File: src/design/rbdm_pkg.sv
// Constants, layouts and states of the receive descriptor manager
package rbdm_pkg;
    // Register byte offsets on the APB slave
    localparam logic [11:0] OFS_CFG = 12'h000;
    localparam logic [11:0] OFS_QPTR = 12'h004;
    localparam logic [11:0] OFS_STAT = 12'h008;
    localparam logic [11:0] OFS_RSERR = 12'h00C;
    localparam logic [31:0] CFG_RST = 32'h0000_0000;
    localparam logic [31:0] QPTR_RST = 32'h0000_0000;
    // Configuration bits
    localparam int CFG_RXEN = 0;
    localparam int CFG_JUMBO = 3;
    localparam int CFG_OFS_LO = 14;
    localparam int CFG_STRIP = 17;
    // Status register bits
    localparam int STAT_BNA = 0;
    localparam int STAT_OVR = 1;
    // Descriptor word 0 and word 1 layout
    localparam int D0_USED = 0;
    localparam int D0_WRAP = 1;
    localparam int ST_MATCH_LO = 23;
    localparam int ST_TYPE = 22;
    localparam int ST_VLAN = 21;
    localparam int ST_PRIO = 20;
    localparam int ST_VPRI_LO = 17;
    localparam int ST_CFI = 16;
    localparam int ST_EOF = 15;
    localparam int ST_SOF = 14;
    localparam int ST_OFS_LO = 12;
    localparam logic [31:0] ST_PART_MASK = 32'h0000_7000;
    localparam logic [15:0] VLAN_TPID = 16'h8100;
    localparam logic [13:0] FCS_BYTES = 14'h0004;
    localparam int BUF_WORDS = 32;
    localparam logic [10:0] DESC_STEP = 11'h002;
    typedef enum logic [3:0] {
        ST_IDLE = 4'h0,
        ST_FETCH = 4'h1,
        ST_CHECK = 4'h3,
        ST_WCOPY = 4'h2,
        ST_DATA = 4'h6,
        ST_WDAT = 4'h7,
        ST_WSTAT = 4'h5,
        ST_WOWN = 4'h4,
        ST_DROP = 4'hC
    } rbdm_state_t;
endpackage

File: src/design/rbdm_rx_desc_mgr.sv
// Receive buffer descriptor manager: list walk, buffer fill, status write-back
//
// The APB register port and the address map were left to the implementer.
`timescale 1ns/100ps
`default_nettype none
module rbdm_rx_desc_mgr #(
    parameter int BUF_WORDS = rbdm_pkg::BUF_WORDS
) (
    input wire logic clk_sys, // System clock
    input wire logic rst_n, // Async reset
    input wire logic psel, // APB select
    input wire logic penable, // APB enable
    input wire logic pwrite, // APB direction
    input wire logic [11:0] paddr, // APB address
    input wire logic [31:0] pwdata, // APB write data
    output logic [31:0] prdata, // APB read data
    output logic pready, // APB ready
    output logic pslverr, // APB error
    input wire logic rx_start, // Frame began entering FIFO
    input wire logic rx_copy, // Filter accepts frame
    input wire logic rx_reject, // Filter rejects frame
    input wire logic rx_err, // Receive error
    input wire logic rx_valid, // Data word valid
    input wire logic [31:0] rx_word, // Data word
    input wire logic rx_last, // Last word of frame
    input wire logic rx_fcs, // Word holds only FCS
    input wire logic [13:0] rx_len, // Frame length with FCS
    input wire logic [15:0] rx_type, // Type field
    input wire logic [11:0] rx_vid, // VLAN identifier
    input wire logic [2:0] rx_pcp, // VLAN priority
    input wire logic rx_cfi, // Format indicator
    input wire logic rx_tid, // Type ID match
    input wire logic [8:0] rx_match, // Address match flags
    output logic rx_ready, // Data word accepted
    output logic mem_req, // Memory request
    output logic mem_we, // Memory write
    output logic [31:0] mem_addr, // Memory byte address
    output logic [31:0] mem_wdata, // Memory write data
    input wire logic [31:0] mem_rdata, // Memory read data
    input wire logic mem_ack, // Memory done
    input wire logic mem_err, // Bus error response
    input wire logic mem_late, // Grant too late
    output logic bna_evt, // Buffer not available pulse
    output logic ovr_evt, // Overrun pulse
    output logic rse_evt // Resource error pulse
);
    if (BUF_WORDS < 2 || BUF_WORDS > 63) begin : g_bad
        $error("BUF_WORDS out of range");
    end

    rbdm_pkg::rbdm_state_t st_r, st_nxt;
    logic [31:0] cfg_w, base_w, fmt_w, d0_r, stat_r;
    logic qptr_wr_w;
    logic [10:0] cnt_r, cnt_nxt;
    logic [5:0] wcnt_r, wcnt_nxt;
    logic sof_r, ferr_r, last_r, last_nxt;

    wire [31:0] ptr_w = base_w + {19'h0_0000, cnt_r, 2'b00};
    wire [31:0] ptr_nxt_w = base_w + {19'h0_0000, cnt_nxt, 2'b00};
    wire take_w = rx_valid && rx_ready;
    wire drop_w = rx_fcs && cfg_w[rbdm_pkg::CFG_STRIP];
    wire fail_w = mem_req && (mem_err || mem_late);
    wire done_w = mem_req && mem_ack && !fail_w;
    wire full_w = (wcnt_r == 6'(BUF_WORDS));
    wire used_w = d0_r[rbdm_pkg::D0_USED];
    wire [31:0] buf_w = {d0_r[31:2], 2'b00} + {24'h00_0000, wcnt_r, 2'b00};
    wire issue_w = (st_nxt != st_r) && (st_nxt == rbdm_pkg::ST_FETCH ||
                   st_nxt == rbdm_pkg::ST_WDAT || st_nxt == rbdm_pkg::ST_WSTAT ||
                   st_nxt == rbdm_pkg::ST_WOWN);

    rbdm_apb_regs u_regs (
        .clk_sys(clk_sys),
        .rst_n(rst_n),
        .psel(psel),
        .penable(penable),
        .pwrite(pwrite),
        .paddr(paddr),
        .pwdata(pwdata),
        .prdata(prdata),
        .pready(pready),
        .pslverr(pslverr),
        .cfg(cfg_w),
        .base(base_w),
        .qptr_wr(qptr_wr_w),
        .cur_ptr(ptr_w),
        .bna_evt(bna_evt),
        .ovr_evt(ovr_evt),
        .rse_evt(rse_evt)
    );

    rbdm_status_fmt u_fmt (
        .eof(rx_last),
        .sof(sof_r),
        .ofs(cfg_w[rbdm_pkg::CFG_OFS_LO +: 2]),
        .jumbo(cfg_w[rbdm_pkg::CFG_JUMBO]),
        .strip(cfg_w[rbdm_pkg::CFG_STRIP]),
        .len(rx_len),
        .ftype(rx_type),
        .vid(rx_vid),
        .pcp(rx_pcp),
        .cfi(rx_cfi),
        .tid(rx_tid),
        .match(rx_match),
        .word(fmt_w)
    );

    always_comb begin
        st_nxt = st_r;
        case (st_r)
            rbdm_pkg::ST_IDLE: begin
                if (rx_start && cfg_w[rbdm_pkg::CFG_RXEN]) begin
                    st_nxt = rbdm_pkg::ST_FETCH;
                end
            end
            rbdm_pkg::ST_FETCH: begin
                if (fail_w) begin
                    st_nxt = rbdm_pkg::ST_DROP;
                end else if (done_w) begin
                    st_nxt = rbdm_pkg::ST_CHECK;
                end
            end
            rbdm_pkg::ST_CHECK: begin
                if (used_w) begin
                    st_nxt = rbdm_pkg::ST_DROP;
                end else if (sof_r) begin
                    st_nxt = rbdm_pkg::ST_WCOPY;
                end else begin
                    st_nxt = rbdm_pkg::ST_DATA;
                end
            end
            rbdm_pkg::ST_WCOPY: begin
                if (ferr_r || rx_err || rx_reject) begin
                    st_nxt = rbdm_pkg::ST_IDLE;
                end else if (rx_copy) begin
                    st_nxt = rbdm_pkg::ST_DATA;
                end
            end
            rbdm_pkg::ST_DATA: begin
                if (ferr_r || rx_err) begin
                    st_nxt = rbdm_pkg::ST_IDLE;
                end else if (last_r || full_w) begin
                    st_nxt = rbdm_pkg::ST_WSTAT;
                end else if (take_w && !drop_w) begin
                    st_nxt = rbdm_pkg::ST_WDAT;
                end
            end
            rbdm_pkg::ST_WDAT, rbdm_pkg::ST_WSTAT: begin
                if (fail_w) begin
                    st_nxt = rbdm_pkg::ST_DROP;
                end else if (done_w) begin
                    st_nxt = (st_r == rbdm_pkg::ST_WDAT) ? rbdm_pkg::ST_DATA : rbdm_pkg::ST_WOWN;
                end
            end
            rbdm_pkg::ST_WOWN: begin
                if (fail_w) begin
                    st_nxt = rbdm_pkg::ST_DROP;
                end else if (done_w) begin
                    st_nxt = last_r ? rbdm_pkg::ST_IDLE : rbdm_pkg::ST_FETCH;
                end
            end
            rbdm_pkg::ST_DROP: begin
                if (ferr_r || rx_err || last_r || (take_w && rx_last)) begin
                    st_nxt = rbdm_pkg::ST_IDLE;
                end
            end
            default: st_nxt = rbdm_pkg::ST_IDLE;
        endcase
    end

    // wrap bit or counter rollover restarts list
    assign cnt_nxt = qptr_wr_w ? 11'h000 :
                     (st_r == rbdm_pkg::ST_WOWN && done_w) ?
                     (d0_r[rbdm_pkg::D0_WRAP] ? 11'h000 : cnt_r + rbdm_pkg::DESC_STEP) : cnt_r;
    assign wcnt_nxt = (st_r == rbdm_pkg::ST_CHECK) ? 6'h00 :
                      (st_r == rbdm_pkg::ST_WDAT && done_w) ? wcnt_r + 6'h01 : wcnt_r;
    assign last_nxt = (st_r == rbdm_pkg::ST_IDLE && rx_start) ? 1'b0 :
                      take_w ? rx_last : last_r;

    always_ff @(posedge clk_sys or negedge rst_n) begin
        if (!rst_n) begin
            st_r <= rbdm_pkg::ST_IDLE;
            cnt_r <= 11'h000;
            wcnt_r <= 6'h00;
            last_r <= 1'b0;
            rx_ready <= 1'b0;
        end else begin
            st_r <= st_nxt;
            cnt_r <= cnt_nxt;
            wcnt_r <= wcnt_nxt;
            last_r <= last_nxt;
            // Ready is precomputed so a full buffer never takes an extra word
            rx_ready <= !last_nxt && (st_nxt == rbdm_pkg::ST_DROP ||
                        (st_nxt == rbdm_pkg::ST_DATA && wcnt_nxt != 6'(BUF_WORDS)));
        end
    end

    // Frame flags; a receive error wins over the restart clear
    always_ff @(posedge clk_sys or negedge rst_n) begin
        if (!rst_n) begin
            sof_r <= 1'b0;
            ferr_r <= 1'b0;
            d0_r <= 32'h0000_0000;
            stat_r <= 32'h0000_0000;
        end else begin
            ferr_r <= rx_err || (ferr_r && !(st_r == rbdm_pkg::ST_IDLE && rx_start));
            if (st_r == rbdm_pkg::ST_IDLE && rx_start) begin
                sof_r <= 1'b1;
            end else if (st_r == rbdm_pkg::ST_WOWN && done_w) begin
                sof_r <= 1'b0;
            end
            if (st_r == rbdm_pkg::ST_FETCH && done_w) begin
                d0_r <= mem_rdata;
            end
            if (take_w) begin
                stat_r <= fmt_w;
            end
        end
    end

    always_ff @(posedge clk_sys or negedge rst_n) begin
        if (!rst_n) begin
            mem_req <= 1'b0;
            mem_we <= 1'b0;
            mem_addr <= 32'h0000_0000;
            mem_wdata <= 32'h0000_0000;
        end else if (issue_w) begin
            mem_req <= 1'b1;
            mem_we <= (st_nxt != rbdm_pkg::ST_FETCH);
            case (st_nxt)
                // descriptor address from base and counter
                rbdm_pkg::ST_FETCH: mem_addr <= ptr_nxt_w;
                rbdm_pkg::ST_WDAT: mem_addr <= buf_w;
                rbdm_pkg::ST_WSTAT: mem_addr <= ptr_w + 32'h0000_0004;
                default: mem_addr <= ptr_w;
            endcase
            mem_wdata <= (st_nxt == rbdm_pkg::ST_WDAT) ? rx_word :
                         (st_nxt == rbdm_pkg::ST_WSTAT) ? stat_r :
                         (d0_r | 32'h0000_0001);
        end else if (done_w || fail_w) begin
            mem_req <= 1'b0;
        end
    end

    always_ff @(posedge clk_sys or negedge rst_n) begin
        if (!rst_n) begin
            bna_evt <= 1'b0;
            rse_evt <= 1'b0;
            ovr_evt <= 1'b0;
        end else begin
            bna_evt <= (st_r == rbdm_pkg::ST_CHECK) && used_w;
            rse_evt <= (st_r == rbdm_pkg::ST_CHECK) && used_w;
            ovr_evt <= fail_w;
        end
    end
endmodule
`default_nettype wire

File: src/design/rbdm_status_fmt.sv
// Builds the descriptor status word for one buffer
`timescale 1ns/100ps
`default_nettype none
module rbdm_status_fmt (
    input wire logic eof, // Buffer ends the frame
    input wire logic sof, // Buffer starts the frame
    input wire logic [1:0] ofs, // First-buffer byte offset
    input wire logic jumbo, // Jumbo mode
    input wire logic strip, // FCS not copied
    input wire logic [13:0] len, // Frame length with FCS
    input wire logic [15:0] ftype, // Frame type field
    input wire logic [11:0] vid, // VLAN identifier
    input wire logic [2:0] pcp, // VLAN priority
    input wire logic cfi, // Format indicator
    input wire logic tid, // Type ID match
    input wire logic [8:0] match, // Address match flags, bit 4 unused
    output logic [31:0] word // Status word
);
    logic [13:0] len_w;
    logic vlan_w;
    logic [31:0] full_w;
    logic [31:0] part_w;
    assign len_w = strip ? len - rbdm_pkg::FCS_BYTES : len;
    assign vlan_w = (ftype == rbdm_pkg::VLAN_TPID);
    assign part_w = {16'h0000, 1'b0, sof, ofs, 12'h000};
    always_comb begin
        full_w = 32'h0000_0000;
        full_w[31:rbdm_pkg::ST_MATCH_LO] = {match[8:5], 1'b0, match[3:0]};
        full_w[rbdm_pkg::ST_TYPE] = tid;
        full_w[rbdm_pkg::ST_VLAN] = vlan_w;
        full_w[rbdm_pkg::ST_PRIO] = vlan_w && (vid == 12'h000);
        full_w[rbdm_pkg::ST_VPRI_LO +: 3] = vlan_w ? pcp : 3'h0;
        full_w[rbdm_pkg::ST_CFI] = vlan_w && cfi;
        full_w[rbdm_pkg::ST_EOF] = 1'b1;
        full_w[rbdm_pkg::ST_SOF] = sof;
        full_w[rbdm_pkg::ST_OFS_LO +: 2] = jumbo ? len_w[13:12] : ofs;
        full_w[11:0] = len_w[11:0];
    end
    assign word = eof ? full_w : part_w;
endmodule
`default_nettype wire

File: src/design/rbdm_apb_regs.sv
// APB register slave of the receive descriptor manager
`timescale 1ns/100ps
`default_nettype none
module rbdm_apb_regs (
    input wire logic clk_sys, // System clock
    input wire logic rst_n, // Async reset
    input wire logic psel, // APB select
    input wire logic penable, // APB enable
    input wire logic pwrite, // APB direction
    input wire logic [11:0] paddr, // APB address
    input wire logic [31:0] pwdata, // APB write data
    output logic [31:0] prdata, // APB read data
    output logic pready, // APB ready
    output logic pslverr, // APB error
    output logic [31:0] cfg, // Configuration
    output logic [31:0] base, // List base
    output logic qptr_wr, // Base written pulse
    input wire logic [31:0] cur_ptr, // Entry being accessed
    input wire logic bna_evt, // Buffer not available
    input wire logic ovr_evt, // Overrun
    input wire logic rse_evt // Resource error
);
    logic [1:0] stat_r;
    logic [15:0] rse_r;
    logic [31:0] rd_w;
    logic hit_w;
    logic wr_w;
    logic setup_w;
    assign setup_w = psel && !penable;
    assign wr_w = psel && penable && pready && pwrite;
    assign hit_w = (paddr == rbdm_pkg::OFS_CFG) || (paddr == rbdm_pkg::OFS_QPTR) ||
                   (paddr == rbdm_pkg::OFS_STAT) || (paddr == rbdm_pkg::OFS_RSERR);
    assign rd_w = (paddr == rbdm_pkg::OFS_CFG) ? cfg :
                  (paddr == rbdm_pkg::OFS_QPTR) ? cur_ptr :
                  (paddr == rbdm_pkg::OFS_STAT) ? {30'h0000_0000, stat_r} :
                  (paddr == rbdm_pkg::OFS_RSERR) ? {16'h0000, rse_r} : 32'h0000_0000;
    always_ff @(posedge clk_sys or negedge rst_n) begin
        if (!rst_n) begin
            pready <= 1'b0;
            pslverr <= 1'b0;
            prdata <= 32'h0000_0000;
        end else begin
            pready <= setup_w;
            pslverr <= setup_w && !hit_w;
            prdata <= (setup_w && !pwrite) ? rd_w : 32'h0000_0000;
        end
    end
    always_ff @(posedge clk_sys or negedge rst_n) begin
        if (!rst_n) begin
            cfg <= rbdm_pkg::CFG_RST;
            base <= rbdm_pkg::QPTR_RST;
            qptr_wr <= 1'b0;
        end else begin
            qptr_wr <= wr_w && (paddr == rbdm_pkg::OFS_QPTR);
            if (wr_w && (paddr == rbdm_pkg::OFS_CFG)) begin
                cfg <= pwdata;
            end
            if (wr_w && (paddr == rbdm_pkg::OFS_QPTR)) begin
                base <= {pwdata[31:2], 2'b00};
            end
        end
    end
    // Sticky flags clear by writing one; a new event wins over the clear; the resource error count never clears
    always_ff @(posedge clk_sys or negedge rst_n) begin
        if (!rst_n) begin
            stat_r <= 2'b00;
            rse_r <= 16'h0000;
        end else begin
            stat_r <= (stat_r & ~((wr_w && paddr == rbdm_pkg::OFS_STAT) ? pwdata[1:0] : 2'b00))
                      | {ovr_evt, bna_evt};
            rse_r <= rse_r + {15'h0000, rse_evt};
        end
    end
endmodule
`default_nettype wire

File: config.mk
export PLATFORM = sky130hd
export DESIGN_NAME = rbdm_rx_desc_mgr
export DESIGN_NICKNAME = d
export VERILOG_FILES = /design/src/design/rbdm_pkg.sv /design/src/design/rbdm_rx_desc_mgr.sv /design/src/design/rbdm_status_fmt.sv /design/src/design/rbdm_apb_regs.sv
export SDC_FILE = /design/constraint.sdc
export NUM_CORES = 1
export LEC_CHECK = 0
export BUFFER_PORTS_ARGS = -buffer_cell sky130_fd_sc_hd__clkbuf_2
export CAP_MARGIN = 20
export CORE_ASPECT_RATIO = 1.4
export CORE_MARGIN = 4
export CORE_UTILIZATION = 30
export DETAILED_ROUTE_END_ITERATION = 10
export GPL_ROUTABILITY_DRIVEN = 1
export SETUP_SLACK_MARGIN = 0.3
export SYNTH_ARGS = -nofsm -noshare
export SYNTH_HDL_FRONTEND = slang
export SYNTH_SLANG_ARGS = --single-unit
File: constraint.sdc
create_clock -name clk_sys -period 6 [get_ports clk_sys]
set_input_delay 1.2 -clock clk_sys [delete_from_list [all_inputs] [get_ports clk_sys]]
set_output_delay 1.2 -clock clk_sys [all_outputs]
set_load 0.01 [all_outputs]
==> reports/results.ini <==
[outcome]
outcome=completed

[timing]
worstMarginPinSlew_ns=0.8714
fin_worst_skew_ns=0.01628
slew_headroom_pct=41.91
slew_violations=0
fin_setup_tns_ns=0
fin_crit_sh_pct=82.94
fin_crit_ns=4.977
rsz0062_at_grt=no
finalSetupViolCount=0
hold_violations=0
whs_ns=0.4718
max_freq_mhz=200.9

[synth]
synth_flop_cell=dfrtp_1
synth-edff-count=0
yosysSeqAreaShare_pct=42.72
avgSynthCellArea_um2=9.093
async_flop_share_pct=100.0
synthCells=1733
syn_area_um2=15760
synth_cell_types=86
synth-seq-cells=269
yosys_warnings=0

[global_route]
antenna_found_initial=1
grt_pass1_wl_mm=85.01
grt_pass1_vias=14640
grt_max_degree=136
grt_overflow_total=0
grtUsageTotal_pct=18.90

[floorplanning]
rows=99
dieArea_um2=56310
chipWidth_um=201.7
boundaryPins=283
start_util_pct=30.29
core_area_um2=52020
die_y_um=279.2

[worst_setup_path]
r2r_end=mem_addr[23]
r2r-start=mem_req
r2r_slack_ns=1.26
path_cells=clkbuf_2 > nor4bb_1 > buf_4 > and3_1 > buf_4 > a21o_1 > or2_2 > inv_1 > ha_1 > a211oi_1 > o21ai_0 > a2111oi_0 > buf_4 > nor4_1 > xor2_1 > a211oi_1 > o32a_1 > nand2_1
slowest_delay_ns=0.56
startpoint=mem_late
crit_fanout=11
path_class=in -> reg
cp.arrival_ns=5.45
crit_slowest_cell=a2111oi_0
startpoint_type=input port
cp_common_cell=buf_4
required_ns=6.47
cp-end-kind=flip-flop
crit_end=mem_addr[23]
worstRegToRegCells=17

[placed_design]
gpl.final_weighted_congestion=0.8687
io_buffer_count=279
place_hpwl_mm=42.65

[worst_hold_path]
hold_path_class=reg -> reg
min_from=stat_r[20]

[detailed_routing]
vias=14130
drt-initial-drc-count=720
wl_mm=55.01
drc_errors=0
detail-route-antenna-nets=0
via_per_inst=5.314
drt_pre_antenna_iters=5
wl_per_cell_um=20.69

[finish]
area_growth_pct=20.76
layout-drive-gt1-share_pct=24.76
fill_cells=5394
antenna_cells=0
final_nets=2196

[power_and_ir_drop]
peakVddDrop_v=0.0002075
p_per_area_nw_per_um2=213.1
p_leak_nw=8.690

[clocking]
post-cts-setup-buffers=0
cts_tree=built
cts_hold_buf=0
insertion_delay_ns=0.59
cts_resized=0
htreeDepth=1
clock_sinks=269
path_clk_slew_ns=0.06
cts_buffer_depth=3
cts_buffers=30
clockRootBuffer=clkbuf_16

[job]
max_cap_violations=0

## worst max-delay path: cells and delay by family
family	cells	cell delay, ns
buffers and inverters	5	0.75
XOR/XNOR	1	0.17
AND/OR/NAND/NOR	5	0.88
AO/OA/AOI/OAI	6	2.14
adder cells (fa/ha/maj)	1	0.29
## routing by layer
layer  track usage (%)  routed length, um  vias up  part of all wire (%)
met5                 0                  0        -                     0
met4             6.384               1870        0                   3.4
met3             3.810               3050       85                   5.5
met2             33.57              27130      398                    49
met1             22.88              22960     6874                    42
li1                  -                  -     6773                     -
## sequential cells by signal, indices dropped and copies added (netlist names), 4 cells and up
signal         cells
d0_r              32
mem_wdata         32
u_regs.cfg        32
u_regs.prdata     32
stat_r            31
mem_addr          30
u_regs.base       30
u_regs.rse_r      16
cnt_r             11
wcnt_r             6
st_r               4
## where the power goes
group | internal (mW) | switching [mW]
logic | 0.0572 | 0.0875
registers | 1.82 | 0.00164
clock network | 1.26 | 0.831
total | 3.14 | 0.920
## Yosys cell counts, drive strengths merged (5+ instances only)
master / instances / area, um2
dfrtp: 269 / 6731
nand2: 224 / 840.8
a21oi: 151 / 755.7
o21ai: 125 / 625.6
nor2: 124 / 465.5
mux2: 93 / 1047
clkbuf: 83 / 322.8
xnor2: 63 / 551.8
xor2: 47 / 411.6
nand3: 45 / 237.7
nor3: 43 / 220.2
nand4: 37 / 231.5
inv: 36 / 135.1
a211oi: 35 / 267.8
ha: 35 / 437.9
nor4: 25 / 156.4
buf: 24 / 140.1
or3: 20 / 130.1
a21o: 19 / 143.9
and3: 17 / 106.4
o22ai: 15 / 93.84
a31oi: 11 / 68.82
and2: 11 / 68.82
nand2b: 10 / 62.56
o221ai: 10 / 87.58
a211o: 9 / 78.83
mux2i: 9 / 90.09
o211ai: 9 / 67.56
or2: 8 / 50.05
or4: 8 / 63.81
and4: 7 / 61.31
o211a: 7 / 77.58
o21a: 7 / 52.55
nor2b: 5 / 31.28
nor3b: 5 / 37.54
o31ai: 5 / 37.54
## how the worst min path moves through the flow
stage	endpoint	slack, ns	cells past startpoint
finish	stat_r[20]	0.47	2
floorplan	stat_r[20]	0.44	2
global placement	stat_r[20]	0.45	2
CTS	u_regs.rse_r[15]	0.47	1
detailed placement	u_regs.rse_r[15]	0.46	1
global route	mem_wdata[5]	0.50	2
## final cells by class
type / count / area, um2 / share of cell area, %
Multi-Input combinational cell: 1321 / 8482 / 44.57
Sequential cell: 269 / 6731 / 35.37
Timing Repair Buffer: 320 / 1739 / 9.139
Clock buffer: 37 / 848.3 / 4.458
Tap cell: 656 / 820.8 / 4.313
Clock inverter: 19 / 269.0 / 1.414
Inverter: 37 / 138.9 / 0.7298
## logic make-up (layout without fill, tap and decap cells)
logic type	count (synthesis)	count (layout)	share of synthesized area [%]
simple gates	608	608	18.62
mux	102	102	7.218
flops	269	269	42.72
xor+xnor	110	110	6.114
buf+inv	144	413	3.819
compound gates	460	460	18.26
other cells	1	2	0.02380
fa+ha+maj	39	39	3.224
## placed cells by master, fill, tap and decap left out, types with 6 or more instances in the layout
cell type | Yosys | layout
clkbuf_2 | 1 | 278
dfrtp_1 | 269 | 269
nand2_1 | 224 | 223
a21oi_1 | 151 | 150
o21ai_0 | 125 | 125
nor2_1 | 124 | 122
mux2_2 | 93 | 93
xnor2_1 | 63 | 63
xor2_1 | 47 | 47
nand3_1 | 44 | 44
nor3_1 | 42 | 41
buf_4 | 4 | 39
nand4_1 | 37 | 37
inv_1 | 36 | 36
ha_1 | 35 | 35
a211oi_1 | 34 | 34
clkbuf_16 | 0 | 31
nor4_1 | 25 | 24
or3_1 | 19 | 19
a21o_1 | 18 | 18
and3_1 | 17 | 17
o22ai_1 | 15 | 15
and2_1 | 11 | 11
a31oi_1 | 11 | 11
nand2b_1 | 10 | 10
mux2i_1 | 9 | 9
o211ai_1 | 9 | 9
a211o_1 | 9 | 9
o221ai_1 | 10 | 9
o21a_1 | 7 | 7
and4_1 | 7 | 7
o211a_1 | 6 | 6
or4_1 | 7 | 6
bufinv_16 | 0 | 6
## stage by stage
stage,power [mW],utilization (%),instances,cell area (um2),setup slack (ns)
detailed placement,2.001,34.43,2603,17910,0.4758
global route,4.196,36.58,2659,19030,0.7784
floorplan,1.881,-,1734,15760,0.5447
finish,4.055,36.58,2659,19030,1.023
global placement,1.997,34.43,2603,17910,0.5292
CTS,4.122,36.58,2659,19030,1.086
Power figures use the tool's default switching activity.
